File: src/clp_pkg.sv
// Constants, register map and types shared by the limit and preset compare block.
package clp_pkg;
  // Register byte offsets on the APB bus.
  localparam logic [7:0] OFF_CTRL = 8'h00;
  localparam logic [7:0] OFF_HI = 8'h04;
  localparam logic [7:0] OFF_LO = 8'h08;
  localparam logic [7:0] OFF_ON = 8'h0C;
  localparam logic [7:0] OFF_OFF = 8'h10;
  localparam logic [7:0] OFF_HOME = 8'h14;
  localparam logic [7:0] OFF_PRE1 = 8'h18;
  localparam logic [7:0] OFF_PRE2 = 8'h1C;
  localparam logic [7:0] OFF_ACC = 8'h20;
  localparam logic [7:0] OFF_STATUS = 8'h24;
  // Control field positions.
  localparam int CTRL_SINGLE = 0;
  localparam int CTRL_TYPE_LSB = 1;
  localparam int CTRL_EXT = 3;
  localparam int CTRL_A32 = 4;
  localparam int CTRL_FAIL_LSB = 5;
  localparam int CTRL_HOME = 7;
  localparam int CTRL_W = 8;
  localparam logic [1:0] TYPE_A = 2'h0;
  localparam logic [1:0] TYPE_C = 2'h2;
  localparam logic [1:0] FAIL_OFF = 2'h1;
  localparam logic [1:0] FAIL_HOLD = 2'h2;
  // Status field positions.
  localparam int ST_LIMIT_ERR = 0;
  localparam int ST_HOME_ERR = 1;
  // Reset values.
  localparam logic [CTRL_W-1:0] CTRL_RST = 8'h00;
  localparam logic signed [31:0] HI_RST = 32'sh0000_7FFF;
  localparam logic signed [31:0] LO_RST = 32'sh0000_0000;
  localparam logic signed [31:0] ON_RST = 32'sh0000_7FFF;
  localparam logic signed [31:0] OFF_RST = 32'sh0000_0000;
  localparam logic signed [31:0] HOME_RST = 32'sh0000_0000;
  localparam logic signed [31:0] PRE_RST = 32'sh0000_0000;
  // Timing.
  localparam int CLK_HZ = 50_000_000;
  localparam int CMP_PERIOD_US = 500;
  localparam int CMP_PERIOD_CYC = CLK_HZ / 1_000_000 * CMP_PERIOD_US;
  localparam int HOST_TIMEOUT_MS = 100;
  localparam int HOST_TIMEOUT_CYC = CLK_HZ / 1000 * HOST_TIMEOUT_MS;
  typedef enum logic [2:0] {
    HM_IDLE = 3'h1,
    HM_WAIT = 3'h2,
    HM_DONE = 3'h4
  } clp_home_t;
endpackage

File: src/clp_pin_sync.sv
// Two-stage synchroniser with rising-edge pulse for one field input.
`timescale 1ns/1ns
module clp_pin_sync (
  input wire logic i_clk,
  input wire logic i_rst_n,
  input wire logic i_ce,
  input wire logic i_pin,
  output logic o_level,
  output logic o_rise
);
  logic [2:0] sh_q;
  logic [2:0] sh_d;

  always_comb begin
    sh_d = {sh_q[1:0], i_pin};
  end

  always_ff @(posedge i_clk or negedge i_rst_n) begin
    if (!i_rst_n) begin
      sh_q <= 3'h0;
    end else if (i_ce) begin
      sh_q <= sh_d;
    end
  end

  // Only the second and third stages are looked at, never the first.
  assign o_level = sh_q[1];
  assign o_rise = sh_q[1] & ~sh_q[2];
endmodule

File: src/clp_top.sv
// Counter limits, preload, home sequence, preset compare and host-loss output handling.
`timescale 1ns/1ns
// Behaviour
// (RQ1) Hold upper and lower limits; upper always strictly above lower.
// (RQ2) Accepted limits that exclude the accumulator force it to the new lower limit.
// (RQ3) Reject pairs with upper not above lower, keep old ones, flag limit error.
// (RQ4) Limits and preloads are signed 16-bit for type A, 32-bit otherwise.
// (RQ5) ON below OFF: output on while ON <= accumulator <= OFF.
// (RQ6) Between points take the lower point's state, outside the higher's.
// (RQ7) One point in range: the limit stands in as the other point.
// (RQ8) No point in range: output fixed at the higher point's state.
// (RQ9) Equal points out of range: output always off.
// (RQ10) Equal points in range: output on only at that value.
// (RQ11) Compare accumulator against points once every half millisecond.
// (RQ12) Host keeps ON and OFF apart by counts arriving in one period.
// (RQ13) Type C: first marker while home command and switch active loads home value.
// (RQ14) After home load ignore markers until the command is withdrawn and reissued.
// (RQ15) Command withdrawn before the marker raises a home error.
// (RQ16) Preload input loads its value; type C has two preload values.
// (RQ17) Preload above upper counts down; idle or up period triggers overflow handling.
// (RQ18) Preload below lower holds, counts up; a down count triggers underflow.
// (RQ19) On host loss: normal, force output off, or freeze output.
// (RQ20) Host-loss response lasts until the host returns or reset.
// (RQ21) Host moves upper first when shifting up, lower first when down.
// (RQ22) Extended mode lets type A pick 32-bit; other types are 32-bit.
// (RQ23) Continuous mode wraps past a limit to the opposite limit.
// (RQ24) Single-shot stops at a limit; opposite counts move it back off.
// (RQ25) Host loss after a refresh timeout; cleared by the next host access.
module clp_top #(
  parameter int CMP_PERIOD_CYC_P = clp_pkg::CMP_PERIOD_CYC,
  parameter int HOST_TIMEOUT_CYC_P = clp_pkg::HOST_TIMEOUT_CYC
) (
  input wire logic i_mclk,
  input wire logic i_rst_b,
  input wire logic i_ce,
  input wire logic i_psel,
  input wire logic i_penable,
  input wire logic i_pwrite,
  input wire logic [7:0] i_paddr,
  input wire logic [31:0] i_pwdata,
  output logic [31:0] o_prdata,
  output logic o_pready,
  output logic o_pslverr,
  input wire logic i_cnt_up,
  input wire logic i_cnt_dn,
  input wire logic i_preload1,
  input wire logic i_preload2,
  input wire logic i_marker,
  input wire logic i_home_sw,
  output logic o_preset_out,
  output logic o_host_lost,
  output logic o_limit_err,
  output logic o_home_err
);
  import clp_pkg::*;

  localparam int TW = $clog2(CMP_PERIOD_CYC_P);
  localparam int WW = $clog2(HOST_TIMEOUT_CYC_P);

  // Reset release through two flops.
  logic rst_s1_q;
  logic rst_n;
  always_ff @(posedge i_mclk or negedge i_rst_b) begin
    if (!i_rst_b) begin
      rst_s1_q <= 1'b0;
      rst_n <= 1'b0;
    end else begin
      rst_s1_q <= 1'b1;
      rst_n <= rst_s1_q;
    end
  end

  // Field inputs: 0 up, 1 down, 2 preload1, 3 preload2, 4 marker, 5 home switch.
  logic [5:0] pins;
  logic [5:0] lvl;
  logic [5:0] rise;
  assign pins = {i_home_sw, i_marker, i_preload2, i_preload1, i_cnt_dn, i_cnt_up};
  for (genvar g = 0; g < 6; g++) begin : g_pin
    clp_pin_sync u_sync (
      .i_clk(i_mclk),
      .i_rst_n(rst_n),
      .i_ce(i_ce),
      .i_pin(pins[g]),
      .o_level(lvl[g]),
      .o_rise(rise[g])
    );
  end

  function automatic logic signed [31:0] fit(input logic [31:0] v, input logic n16);
    fit = n16 ? {{16{v[15]}}, v[15:0]} : v;
  endfunction

  logic [CTRL_W-1:0] ctrl_q, ctrl_d;
  logic signed [31:0] hi_q, hi_d, lo_q, lo_d, on_q, on_d, off_q, off_d;
  logic signed [31:0] home_q, home_d, pre1_q, pre1_d, pre2_q, pre2_d;
  logic signed [31:0] acc_q, acc_d;
  logic limit_err_q, limit_err_d, home_err_q, home_err_d;
  logic [31:0] prdata_q, prdata_d;
  logic pready_q, pready_d, pslverr_q, pslverr_d;
  logic saw_dn_q, saw_dn_d, cmp_q, cmp_d, out_q, out_d;
  logic host_lost_q, host_lost_d;
  logic [TW-1:0] tk_q, tk_d;
  logic [WW-1:0] wd_q, wd_d;
  clp_home_t hm_q, hm_d;

  logic apb_fire, wr_en, is16, single, type_c, home_cmd, home_load, tick;
  logic signed [31:0] cand_hi, cand_lo;
  logic lim_req, lim_ok, lim_bad, cnt_path, up_only, dn_only;
  logic [31:0] rdv;
  logic hit;
  logic [1:0] fail_mode;

  assign apb_fire = i_psel & i_penable & pready_q;
  assign wr_en = apb_fire & i_pwrite;
  assign single = ctrl_q[CTRL_SINGLE];
  assign type_c = ctrl_q[CTRL_TYPE_LSB +: 2] == TYPE_C;
  assign is16 = (ctrl_q[CTRL_TYPE_LSB +: 2] == TYPE_A) & ~(ctrl_q[CTRL_EXT] & ctrl_q[CTRL_A32]); // RQ4 RQ22
  assign home_cmd = ctrl_q[CTRL_HOME] & type_c;
  assign fail_mode = ctrl_q[CTRL_FAIL_LSB +: 2];
  assign up_only = rise[0] & ~rise[1];
  assign dn_only = rise[1] & ~rise[0];

  // APB slave: one wait state, read data sampled in the first access cycle.
  always_comb begin
    rdv = 32'h0000_0000;
    hit = 1'b1;
    if (i_paddr == OFF_CTRL) begin
      rdv = {24'h00_0000, ctrl_q};
    end else if (i_paddr == OFF_HI) begin
      rdv = hi_q;
    end else if (i_paddr == OFF_LO) begin
      rdv = lo_q;
    end else if (i_paddr == OFF_ON) begin
      rdv = on_q;
    end else if (i_paddr == OFF_OFF) begin
      rdv = off_q;
    end else if (i_paddr == OFF_HOME) begin
      rdv = home_q;
    end else if (i_paddr == OFF_PRE1) begin
      rdv = pre1_q;
    end else if (i_paddr == OFF_PRE2) begin
      rdv = pre2_q;
    end else if (i_paddr == OFF_ACC) begin
      rdv = acc_q;
    end else if (i_paddr == OFF_STATUS) begin
      rdv = {25'h000_0000, is16, out_q, cmp_q, host_lost_q, hm_q == HM_DONE, home_err_q, limit_err_q};
    end else begin
      hit = 1'b0;
    end
    pready_d = i_psel & i_penable & ~pready_q;
    prdata_d = prdata_q;
    pslverr_d = 1'b0;
    if (pready_d) begin
      prdata_d = rdv;
      pslverr_d = ~hit;
    end
  end

  always_ff @(posedge i_mclk or negedge rst_n) begin
    if (!rst_n) begin
      prdata_q <= 32'h0000_0000;
      pready_q <= 1'b0;
      pslverr_q <= 1'b0;
    end else if (i_ce) begin
      prdata_q <= prdata_d;
      pready_q <= pready_d;
      pslverr_q <= pslverr_d;
    end
  end

  // Configuration and limits; limits are tried as a pair with the other stored limit.
  always_comb begin
    ctrl_d = ctrl_q;
    on_d = on_q;
    off_d = off_q;
    home_d = home_q;
    pre1_d = pre1_q;
    pre2_d = pre2_q;
    cand_hi = hi_q;
    cand_lo = lo_q;
    lim_req = 1'b0;
    if (wr_en && i_paddr == OFF_CTRL) begin
      ctrl_d = i_pwdata[CTRL_W-1:0];
    end
    if (wr_en && i_paddr == OFF_ON) begin
      on_d = fit(i_pwdata, is16);
    end
    if (wr_en && i_paddr == OFF_OFF) begin
      off_d = fit(i_pwdata, is16);
    end
    if (wr_en && i_paddr == OFF_HOME) begin
      home_d = i_pwdata;
    end
    if (wr_en && i_paddr == OFF_PRE1) begin
      pre1_d = fit(i_pwdata, is16); // RQ4
    end
    if (wr_en && i_paddr == OFF_PRE2) begin
      pre2_d = i_pwdata;
    end
    if (wr_en && i_paddr == OFF_HI) begin
      cand_hi = fit(i_pwdata, is16);
      lim_req = 1'b1;
    end else if (wr_en && i_paddr == OFF_LO) begin
      cand_lo = fit(i_pwdata, is16);
      lim_req = 1'b1;
    end
    lim_ok = lim_req & (cand_hi > cand_lo); // RQ1
    lim_bad = lim_req & ~lim_ok; // RQ3
    hi_d = lim_ok ? cand_hi : hi_q;
    lo_d = lim_ok ? cand_lo : lo_q;
    // A new error wins over a clear written in the same cycle.
    limit_err_d = lim_bad | (limit_err_q & ~(wr_en && i_paddr == OFF_STATUS && i_pwdata[ST_LIMIT_ERR]));
  end

  always_ff @(posedge i_mclk or negedge rst_n) begin
    if (!rst_n) begin
      ctrl_q <= CTRL_RST;
      hi_q <= HI_RST;
      lo_q <= LO_RST;
      on_q <= ON_RST;
      off_q <= OFF_RST;
      home_q <= HOME_RST;
      pre1_q <= PRE_RST;
      pre2_q <= PRE_RST;
      limit_err_q <= 1'b0;
    end else if (i_ce) begin
      ctrl_q <= ctrl_d;
      hi_q <= hi_d;
      lo_q <= lo_d;
      on_q <= on_d;
      off_q <= off_d;
      home_q <= home_d;
      pre1_q <= pre1_d;
      pre2_q <= pre2_d;
      limit_err_q <= limit_err_d;
    end
  end

  // Home sequence for the differential type.
  always_comb begin
    hm_d = hm_q;
    home_load = 1'b0;
    home_err_d = home_err_q & ~(wr_en && i_paddr == OFF_STATUS && i_pwdata[ST_HOME_ERR]);
    case (hm_q)
      HM_IDLE: begin
        if (home_cmd) begin
          hm_d = HM_WAIT;
        end
      end
      HM_WAIT: begin
        if (!home_cmd) begin
          hm_d = HM_IDLE;
          home_err_d = 1'b1; // RQ15
        end else if (rise[4] && lvl[5]) begin
          hm_d = HM_DONE;
          home_load = 1'b1; // RQ13
        end
      end
      HM_DONE: begin
        if (!home_cmd) begin
          hm_d = HM_IDLE; // RQ14
        end
      end
      default: begin
        hm_d = HM_IDLE;
      end
    endcase
  end

  always_ff @(posedge i_mclk or negedge rst_n) begin
    if (!rst_n) begin
      hm_q <= HM_IDLE;
      home_err_q <= 1'b0;
    end else if (i_ce) begin
      hm_q <= hm_d;
      home_err_q <= home_err_d;
    end
  end

  // Compare period timebase.
  always_comb begin
    tick = tk_q == TW'(CMP_PERIOD_CYC_P - 1);
    tk_d = tick ? '0 : tk_q + TW'(1); // RQ11
  end

  always_ff @(posedge i_mclk or negedge rst_n) begin
    if (!rst_n) begin
      tk_q <= '0;
    end else if (i_ce) begin
      tk_q <= tk_d;
    end
  end

  // Accumulator; home load beats limit change, host load, preload and counting.
  always_comb begin
    acc_d = acc_q;
    cnt_path = 1'b0;
    saw_dn_d = tick ? 1'b0 : (saw_dn_q | rise[1]);
    if (home_load) begin
      acc_d = home_q; // RQ13
    end else if (lim_ok && (acc_q > cand_hi || acc_q < cand_lo)) begin
      acc_d = cand_lo; // RQ2
    end else if (wr_en && i_paddr == OFF_ACC) begin
      acc_d = fit(i_pwdata, is16);
    end else if (rise[2]) begin
      acc_d = pre1_q; // RQ16
    end else if (rise[3] && type_c) begin
      acc_d = pre2_q; // RQ16
    end else begin
      cnt_path = 1'b1;
      if (up_only) begin
        if (acc_q >= hi_q) begin
          acc_d = single ? hi_q : lo_q; // RQ23 RQ24 RQ17
        end else begin
          acc_d = acc_q + 32'sh0000_0001; // RQ18
        end
      end else if (dn_only) begin
        if (acc_q > hi_q) begin
          acc_d = acc_q - 32'sh0000_0001; // RQ17
        end else if (acc_q <= lo_q) begin
          acc_d = single ? lo_q : hi_q; // RQ23 RQ24 RQ18
        end else begin
          acc_d = acc_q - 32'sh0000_0001;
        end
      end else if (tick && acc_q > hi_q && !saw_dn_q) begin
        acc_d = single ? hi_q : lo_q; // RQ17
      end
    end
  end

  always_ff @(posedge i_mclk or negedge rst_n) begin
    if (!rst_n) begin
      acc_q <= PRE_RST;
      saw_dn_q <= 1'b0;
    end else if (i_ce) begin
      acc_q <= acc_d;
      saw_dn_q <= saw_dn_d;
    end
  end

  // Preset compare; a point outside the range is replaced by the limit beyond it.
  logic on_in, off_in, low_is_on, cmp_raw;
  logic signed [31:0] eff_on, eff_off, pt_lo, pt_hi;
  always_comb begin
    on_in = (on_q >= lo_q) && (on_q <= hi_q);
    off_in = (off_q >= lo_q) && (off_q <= hi_q);
    eff_on = on_in ? on_q : ((on_q > hi_q) ? hi_q : lo_q); // RQ7
    eff_off = off_in ? off_q : ((off_q > hi_q) ? hi_q : lo_q); // RQ7
    low_is_on = eff_on <= eff_off;
    pt_lo = low_is_on ? eff_on : eff_off;
    pt_hi = low_is_on ? eff_off : eff_on;
    if (on_q == off_q) begin
      cmp_raw = on_in && (acc_q == on_q); // RQ9 RQ10
    end else if (!on_in && !off_in) begin
      cmp_raw = on_q > off_q; // RQ8
    end else if (acc_q >= pt_lo && acc_q <= pt_hi) begin
      cmp_raw = low_is_on; // RQ5 RQ6
    end else begin
      cmp_raw = ~low_is_on; // RQ5 RQ6
    end
    cmp_d = tick ? cmp_raw : cmp_q; // RQ11
  end

  // Host watchdog and output fail response. Any completed access counts as a refresh.
  always_comb begin
    wd_d = wd_q;
    host_lost_d = host_lost_q;
    if (apb_fire) begin
      wd_d = '0;
      host_lost_d = 1'b0; // RQ25 RQ20
    end else if (wd_q == WW'(HOST_TIMEOUT_CYC_P - 1)) begin
      host_lost_d = 1'b1; // RQ25
    end else begin
      wd_d = wd_q + WW'(1);
    end
    out_d = cmp_q;
    if (host_lost_q && fail_mode == FAIL_OFF) begin
      out_d = 1'b0; // RQ19
    end else if (host_lost_q && fail_mode == FAIL_HOLD) begin
      out_d = out_q; // RQ19
    end
  end

  always_ff @(posedge i_mclk or negedge rst_n) begin
    if (!rst_n) begin
      cmp_q <= 1'b0;
      out_q <= 1'b0;
      wd_q <= '0;
      host_lost_q <= 1'b0;
    end else if (i_ce) begin
      cmp_q <= cmp_d;
      out_q <= out_d;
      wd_q <= wd_d;
      host_lost_q <= host_lost_d;
    end
  end

  assign o_prdata = prdata_q;
  assign o_pready = pready_q;
  assign o_pslverr = pslverr_q;
  assign o_preset_out = out_q;
  assign o_host_lost = host_lost_q;
  assign o_limit_err = limit_err_q;
  assign o_home_err = home_err_q;
endmodule

File: config.mk
export PLATFORM = sky130hd
export DESIGN_NAME = clp_top
export DESIGN_NICKNAME = d
export VERILOG_FILES = /design/src/clp_pkg.sv /design/src/clp_pin_sync.sv /design/src/clp_top.sv
export SDC_FILE = /design/constraint.sdc
export NUM_CORES = 2
export LEC_CHECK = 0
export BUFFER_PORTS_ARGS = -buffer_cell sky130_fd_sc_hd__clkbuf_2
export CORE_UTILIZATION = 40
export CTS_CLUSTER_DIAMETER = 60
export CTS_CLUSTER_SIZE = 8
export DETAILED_ROUTE_END_ITERATION = 12
export HOLD_SLACK_MARGIN = 0.05
export PLACE_DENSITY = 0.63
export SYNTH_ARGS = -nofsm -noshare
export SYNTH_HDL_FRONTEND = slang
export SYNTH_SLANG_ARGS = --single-unit
File: constraint.sdc
create_clock -name i_mclk -period 11.4 [get_ports i_mclk]
set_clock_uncertainty 0.1 [all_clocks]
set_input_delay 1.14 -clock i_mclk [delete_from_list [all_inputs] [get_ports i_mclk]]
set_output_delay 1.14 -clock i_mclk [all_outputs]
set_load 0.03 [all_outputs]
Yosys cells after proc, flatten, opt, wreduce, memory -nomap -nowiden
Index checks and enable logic that the tools add are counted.
{"block": "classes", "n_addsub": 4, "n_lt_le_gt_ge": 16, "eq_ne": 24, "muxes": 67, "bitwise_logic": 34, "reduce_logical": 46}
{"cell": "$mux W32", "n": 32}
{"cell": "$gt A32 B32 Y1", "n": 6}
{"cell": "$le A32 B32 Y1", "n": 5}
{"cell": "$ge A32 B32 Y1", "n": 4}
{"cell": "$eq A32 B32 Y1", "n": 2}
{"cell": "$mux W23", "n": 2}
{"cell": "$add A32 B2 Y32 const B", "n": 1}
{"cell": "$eq A8 B5 Y1 const B", "n": 4}
{"cell": "$lt A32 B32 Y1", "n": 1}
{"cell": "$sub A32 B2 Y32 const B", "n": 1}
{"cell": "$mux W1", "n": 26}
{"cell": "$reduce_and A2 Y1", "n": 13}
{"cell": "$logic_and A1 B1 Y1", "n": 24}
{"cell": "$add A23 B1 Y23 const B", "n": 1}
{"cell": "$eq A23 B23 Y1 const B", "n": 1}
{"cell": "$and A1 B1 Y1", "n": 18}
{"cell": "$eq A8 B4 Y1 const B", "n": 2}
{"cell": "$eq A8 B6 Y1 const B", "n": 2}
{"cell": "$add A15 B1 Y15 const B", "n": 1}
{"cell": "$eq A15 B15 Y1 const B", "n": 1}
{"cell": "$mux W15", "n": 1}
{"cell": "$not A1 Y1", "n": 14}
{"cell": "$mux W3", "n": 4}
{"cell": "$pmux W3 S3", "n": 1}
{"cell": "other kinds (17)", "n": 24}
{"block": "totals", "reg_bits": 364, "inputBits": 52, "out_inout_bits": 38}

Longest topological paths before layout
{"block": "depth", "depth_word": 13, "ltp_mapped": 37, "ltp_nobuf": 32}

Cells and area by module
A second synthesis with hierarchy kept.
{"block": "hier_totals", "cells_unflattened": 3992, "hier_area_um2": 33477.1}
{"module": "clp_top", "n_inst": 1, "cells_each": 3950, "area_per_inst_um2": 32786.4}
{"module": "clp_pin_sync", "n_inst": 6, "cells_each": 7, "area_per_inst_um2": 115.1}

Worst setup path before layout
OpenSTA, ideal clock, no wires.
{"block": "synth_timing", "path_type": "register to register", "start": "register hi_q[20]", "end": "register cmp_q", "arrival_ps": 7507, "t_required_ps": 11190, "setup_slack_ps": 3682, "path_stages_with_launch": 37, "path_buffers": 5, "cell_sequence": "dfrtp_1 > clkbuf_1 > inv_1 > ha_1 > o21a_1 > o21ai_0 > a21oi_1 > o31a_1 > or4b_1 > o221ai_1 > clkbuf_1 > clkbuf_1 > nor2_1 > a21oi_1 > inv_1 > ha_1 > nand4_1 > or2_2 > nor4_1 > o211a_1 > o31ai_1 > nand3_1 > mux2_2 > buf_2 > buf_1 > mux2i_1 > ha_1 > a21o_1 > a21o_1 > a21oi_1 > o21ai_0 > a221o_1 > o31a_1 > o211ai_1 > xnor2_1 > o21a_1 > o41ai_1"}
{"block": "synth_via", "elab_chain_len": 10, "elab_cells_between_ends": 24, "classes_between": "order compare (7); mux (9); bitwise (1); reduce/logical (7)"}
{"element": "start: declaration", "line": "clp_top.sv:94", "text": "logic signed [31:0] hi_q, hi_d, lo_q, lo_d, on_q, on_d, off_q, off_d;"}
{"element": "start signal: assignment", "line": "clp_top.sv:228", "text": "hi_q <= hi_d;"}
{"element": "$gt A32 B32 Y1, or another cell as far along", "line": "clp_top.sv:347", "text": "eff_on = on_in ? on_q : ((on_q > hi_q) ? hi_q : lo_q);"}
{"element": "$mux W32, or another cell as far along", "line": "clp_top.sv:347"}
{"element": "$mux W32 (on tied branches)", "line": "clp_top.sv:347, clp_top.sv:348"}
{"element": "$le A32 B32 Y1", "line": "clp_top.sv:349", "text": "low_is_on = eff_on <= eff_off;"}
{"element": "$mux W32 (on tied branches)", "line": "clp_top.sv:350, clp_top.sv:351"}
{"element": "$ge A32 B32 Y1 / $le A32 B32 Y1 (equally long branches)", "line": "clp_top.sv:356", "text": "end else if (acc_q >= pt_lo && acc_q <= pt_hi) begin"}
{"element": "$logic_and A1 B1 Y1", "line": "clp_top.sv:356"}
{"element": "$mux W1", "line": "clp_top.sv:356"}
{"element": "$mux W1", "line": "clp_top.sv:354", "text": "end else if (!on_in && !off_in) begin"}
{"element": "$mux W1 *", "line": "clp_top.sv:352", "text": "if (on_q == off_q) begin"}
{"element": "end signal: assignment", "line": "clp_top.sv:391", "text": "cmp_q <= cmp_d;"}
{"element": "end: declaration", "line": "clp_top.sv:100", "text": "logic saw_dn_q, saw_dn_d, cmp_q, cmp_d, out_q, out_d;"}
Every way passes the cells marked *; elsewhere a longest branch is shown, timed or not.
A chain may end at the register's enable or synchronous reset.

Final worst setup path
{"block": "layout_timing", "start": "register lo_q[29]", "end": "register cmp_q"}
{"block": "layout_via", "elab_chain_len": 10, "elab_cells_between_ends": 22, "classes_between": "order compare (5); mux (9); bitwise (1); reduce/logical (7)"}
{"element": "start: declaration", "line": "clp_top.sv:94"}
{"element": "start signal: assignment", "line": "clp_top.sv:229", "text": "lo_q <= lo_d;"}
{"element": "$ge A32 B32 Y1 (on tied branches)", "line": "clp_top.sv:345, clp_top.sv:346"}
{"element": "$logic_and A1 B1 Y1 (on tied branches)", "line": "clp_top.sv:345, clp_top.sv:346"}
{"element": "$mux W32 (on tied branches)", "line": "clp_top.sv:347, clp_top.sv:348"}
{"element": "$le A32 B32 Y1", "line": "clp_top.sv:349"}
{"element": "$mux W32 (on tied branches)", "line": "clp_top.sv:350, clp_top.sv:351"}
{"element": "$ge A32 B32 Y1 / $le A32 B32 Y1 (equally long branches)", "line": "clp_top.sv:356"}
{"element": "$logic_and A1 B1 Y1", "line": "clp_top.sv:356"}
{"element": "$mux W1", "line": "clp_top.sv:356"}
{"element": "$mux W1", "line": "clp_top.sv:354"}
{"element": "$mux W1 *", "line": "clp_top.sv:352"}
Marked as above.

==> metrics.txt <==
Vias/cell about 6.4; Clk network pwr share 0.264; TritonCTS clock tree done; largest cells by area after synthesis dfrtp_1 25%, ha_1 16%, mux2i_1 7.8%; GRT Total Usage 0.3058; root cell of the clock tree clkbuf_16; wire length of the first global-routing pass about 200,000 µm; leakage power total 16.90 nW; Boundary Pins 90; maxcap violations 0; via count of the first global-routing pass 30,450; register area share after synthesis 0.2731; number of DRC violations after detailed-routing iteration 0 approximately 3,800; initial antenna violation count 0; worst min-delay path class in -> async; final hold vios 0; worst-path cell with the longest stage delay a221oi_4; count of buffers from port buffering just under 90; Die Wd 291.4 µm; CP Launch Type flip-flop; relative max-transition margin 0.1317; RD Place Congestion a little over 1; count of unique library cells instantiated by Yosys 85; sequential power share 0.276; post-CTS sizing 0; cell family contributing the most delay on the critical path compound AO/OA/AOI/OAI gates; worst reg2reg path startpoint lo_q[29]; portion of synthesized cell area occupied by the leading cell type 0.2488; area added between synthesis and finish 9.287%; number of non-filler instances in the completed layout just over 5,000; start point of the critical path lo_q[29]; number of H-tree branching levels 2; internal power consumption between 3 and 4 mW; Skew-Pair Late Insertion Delay roughly 0.64 ns; arrival time of the worst setup path between 10 and 15 ns; core area 82,500 µm²; number of placed instances, taps included 4,966; CP max FO 48; Crit Path Category reg -> reg; antenna fix cells 0; number of vias in the routed layout roughly 32,000; Die H a little under 300 µm; cells after synthesis 3,988; largest area contributor in the netlist dfrtp_1; Max IR drop VDD 134.7 µV; die footprint between 80,000 and 90,000 µm²; Sw Ratio 0.4287; Top cell by count, worst path a21oi_1; largest stage delay on the critical path 1.06 ns; GRT overflow 0; pin count of the biggest net entering global routing between 150 and 200; warning count from the yosys run 0; Final Slew Violations 0; unrepaired setup endpoints after global routing no; count of hold buffers inserted by post-cts repair 0; sum of negative setup slack 0 ns; worst setup path endpoint cmp_q; Routed Wire Length between 100,000 and 150,000 µm; Avg Cell Area, Syn approximately 8.4 µm²; number of sinks handled by clock tree synthesis about 360; Final min period 9.612 ns; layout cells sized above 1 0.1181; effective utilization at floorplan 0.4060; wire length per cell after detailed routing between 20 and 30 µm; EDFF count, synth 0; Worst Setup End Kind flip-flop; power spent charging and discharging nets 2.498 mW; Longest Clk Path Bufs 3; Most used DFF post-synth dfrtp_1; critical register-to-register path endpoint cmp_q; number of nets in the synthesized netlist approximately 4,500; number of stages on the worst setup path 32; result of the run finished clean; FMAX 104.0 MHz; clk slew on worst S/H paths approximately 0.050 ns; share of the clock period used by the worst path 0.8431; worst path buffer plus inverter count 2; Design Area, Final around 37,000 µm²; Rows around 110; Nets around 4,400; most frequent cell after synthesis ha_1; DP Area roughly 35,000 µm²; number of cell instances on the worst register-to-register path 32; hpwl dp approximately 100,000 µm; summed instance area of the synthesized netlist 33,490 µm²; antenna-violating nets left 0; total setup violations reported at the end of the flow 0; FF-to-FF setup slack 1.79 ns; critical path required time between 10 and 15 ns; cts bufs inserted 54; Post-CTS Setup Inserts 0; share of total power in combinational logic 0.460; actual transition at the worst max-transition pin about 1.3 ns; flip-flop and latch count after synthesis approximately 360; asr flop ratio synth 1.000; total iterations of the first detailed-routing run 6; most instantiated cells after synthesis 419 x ha_1, 394 x nand2_1, 333 x dfrtp_1, 323 x o21ai_0; number of remaining DRC errors 0; Power per Cell Area around 160 nW/µm²; sum of internal, switching and leakage power 5.826 mW
[metal layers]
metal,track usage,part of all wire,up-vias,wire [µm]
li1,-,-,14570,-
met1,0.4207,0.42,15460,55110
met2,0.4489,0.42,1870,55050
met3,0.06727,0.11,363,15050
met4,0.1526,0.055,0,7324
met5,0,0,-,0
[layout make-up]
type	count	area [µm²]
fillers	8103	45900
multi-input cells	3167	22690
flip-flops and latches	364	9155
clock buffers	78	1471
well taps	1070	1339
repair buffers	179	1134
inverters	186	698.2
clock inverters	7	112.6
[through the flow]
step           setup slack, ns    util  hold WS (ns)
5_1_grt                  1.204  0.4437        0.1691
6_report                 1.788  0.4437        0.1818
4_1_cts                  1.822  0.4437        0.1541
3_5_place_dp             1.825  0.4245        0.2550
2_1_floorplan           0.4581       -        0.2312
3_3_place_gp             1.859  0.4245        0.2437
[cells by family after synthesis]
family / count (synthesis) / share of synthesized area
other cells: 1 / 0.0001120
fa+ha+maj: 419 / 0.1565
simple gates: 1131 / 0.1564
xor+xnor: 121 / 0.03164
buf+inv: 457 / 0.05282
compound gates: 1087 / 0.2020
mux: 408 / 0.1274
flops: 364 / 0.2731
[worst min-delay path by stage]
stage | from | end | slack (ns) | cells past startpoint
global route | i_rst_b | rst_n | 0.17 | 1
detailed placement | rst_s1_q | rst_n | 0.25 | 0
finish | i_rst_b | rst_n | 0.18 | 1
global placement | rst_s1_q | rst_n | 0.24 | 0
CTS | i_rst_b | rst_n | 0.15 | 1
floorplan | rst_s1_q | rst_n | 0.23 | 0
[power by group through the flow]
stage               registers [mW]  clock network, mW  logic (mW)
global route                  1.61               1.60        2.91
CTS                           1.59               1.55        2.62
finish                        1.61               1.54        2.68
detailed placement            1.61                  0        2.60
floorplan                     1.53                  0        1.85
global placement              1.61                  0        2.57
[sequential cells by signal (all words and copies together), names as in the netlist, 23 cells and up]
signal    count
pre1_q       32
home_q       32
off_q        32
pre2_q       32
wd_q         23
o_prdata     32
acc_q        32
lo_q         32
hi_q         32
on_q         32
[cell usage in the layout (no fill, tap or decap), drive strengths merged, types with 17 or more instances in the layout]
master  synthesis  layout
a211oi         33      33
a21o           72      72
a21oi         312     312
a221oi         33      33
a31oi          47      47
and3           30      30
buf            55      91
clkbuf        216     166
dfrtp         333     333
dfstp          31      31
ha            419     419
inv           186     187
mux2          147     147
mux2i         261     261
nand2         394     394
nand2b         17      17
nand3          89      89
nand4         100     100
nor2          312     312
nor2b          28      28
nor3           62      62
nor4           32      32
o211ai         63      63
o21a           21      21
o21ai         326     326
o221ai         54      54
o22ai          23      23
xnor2          37      37
xor2           84      84
No activity file was read; power rests on OpenSTA's default activity.
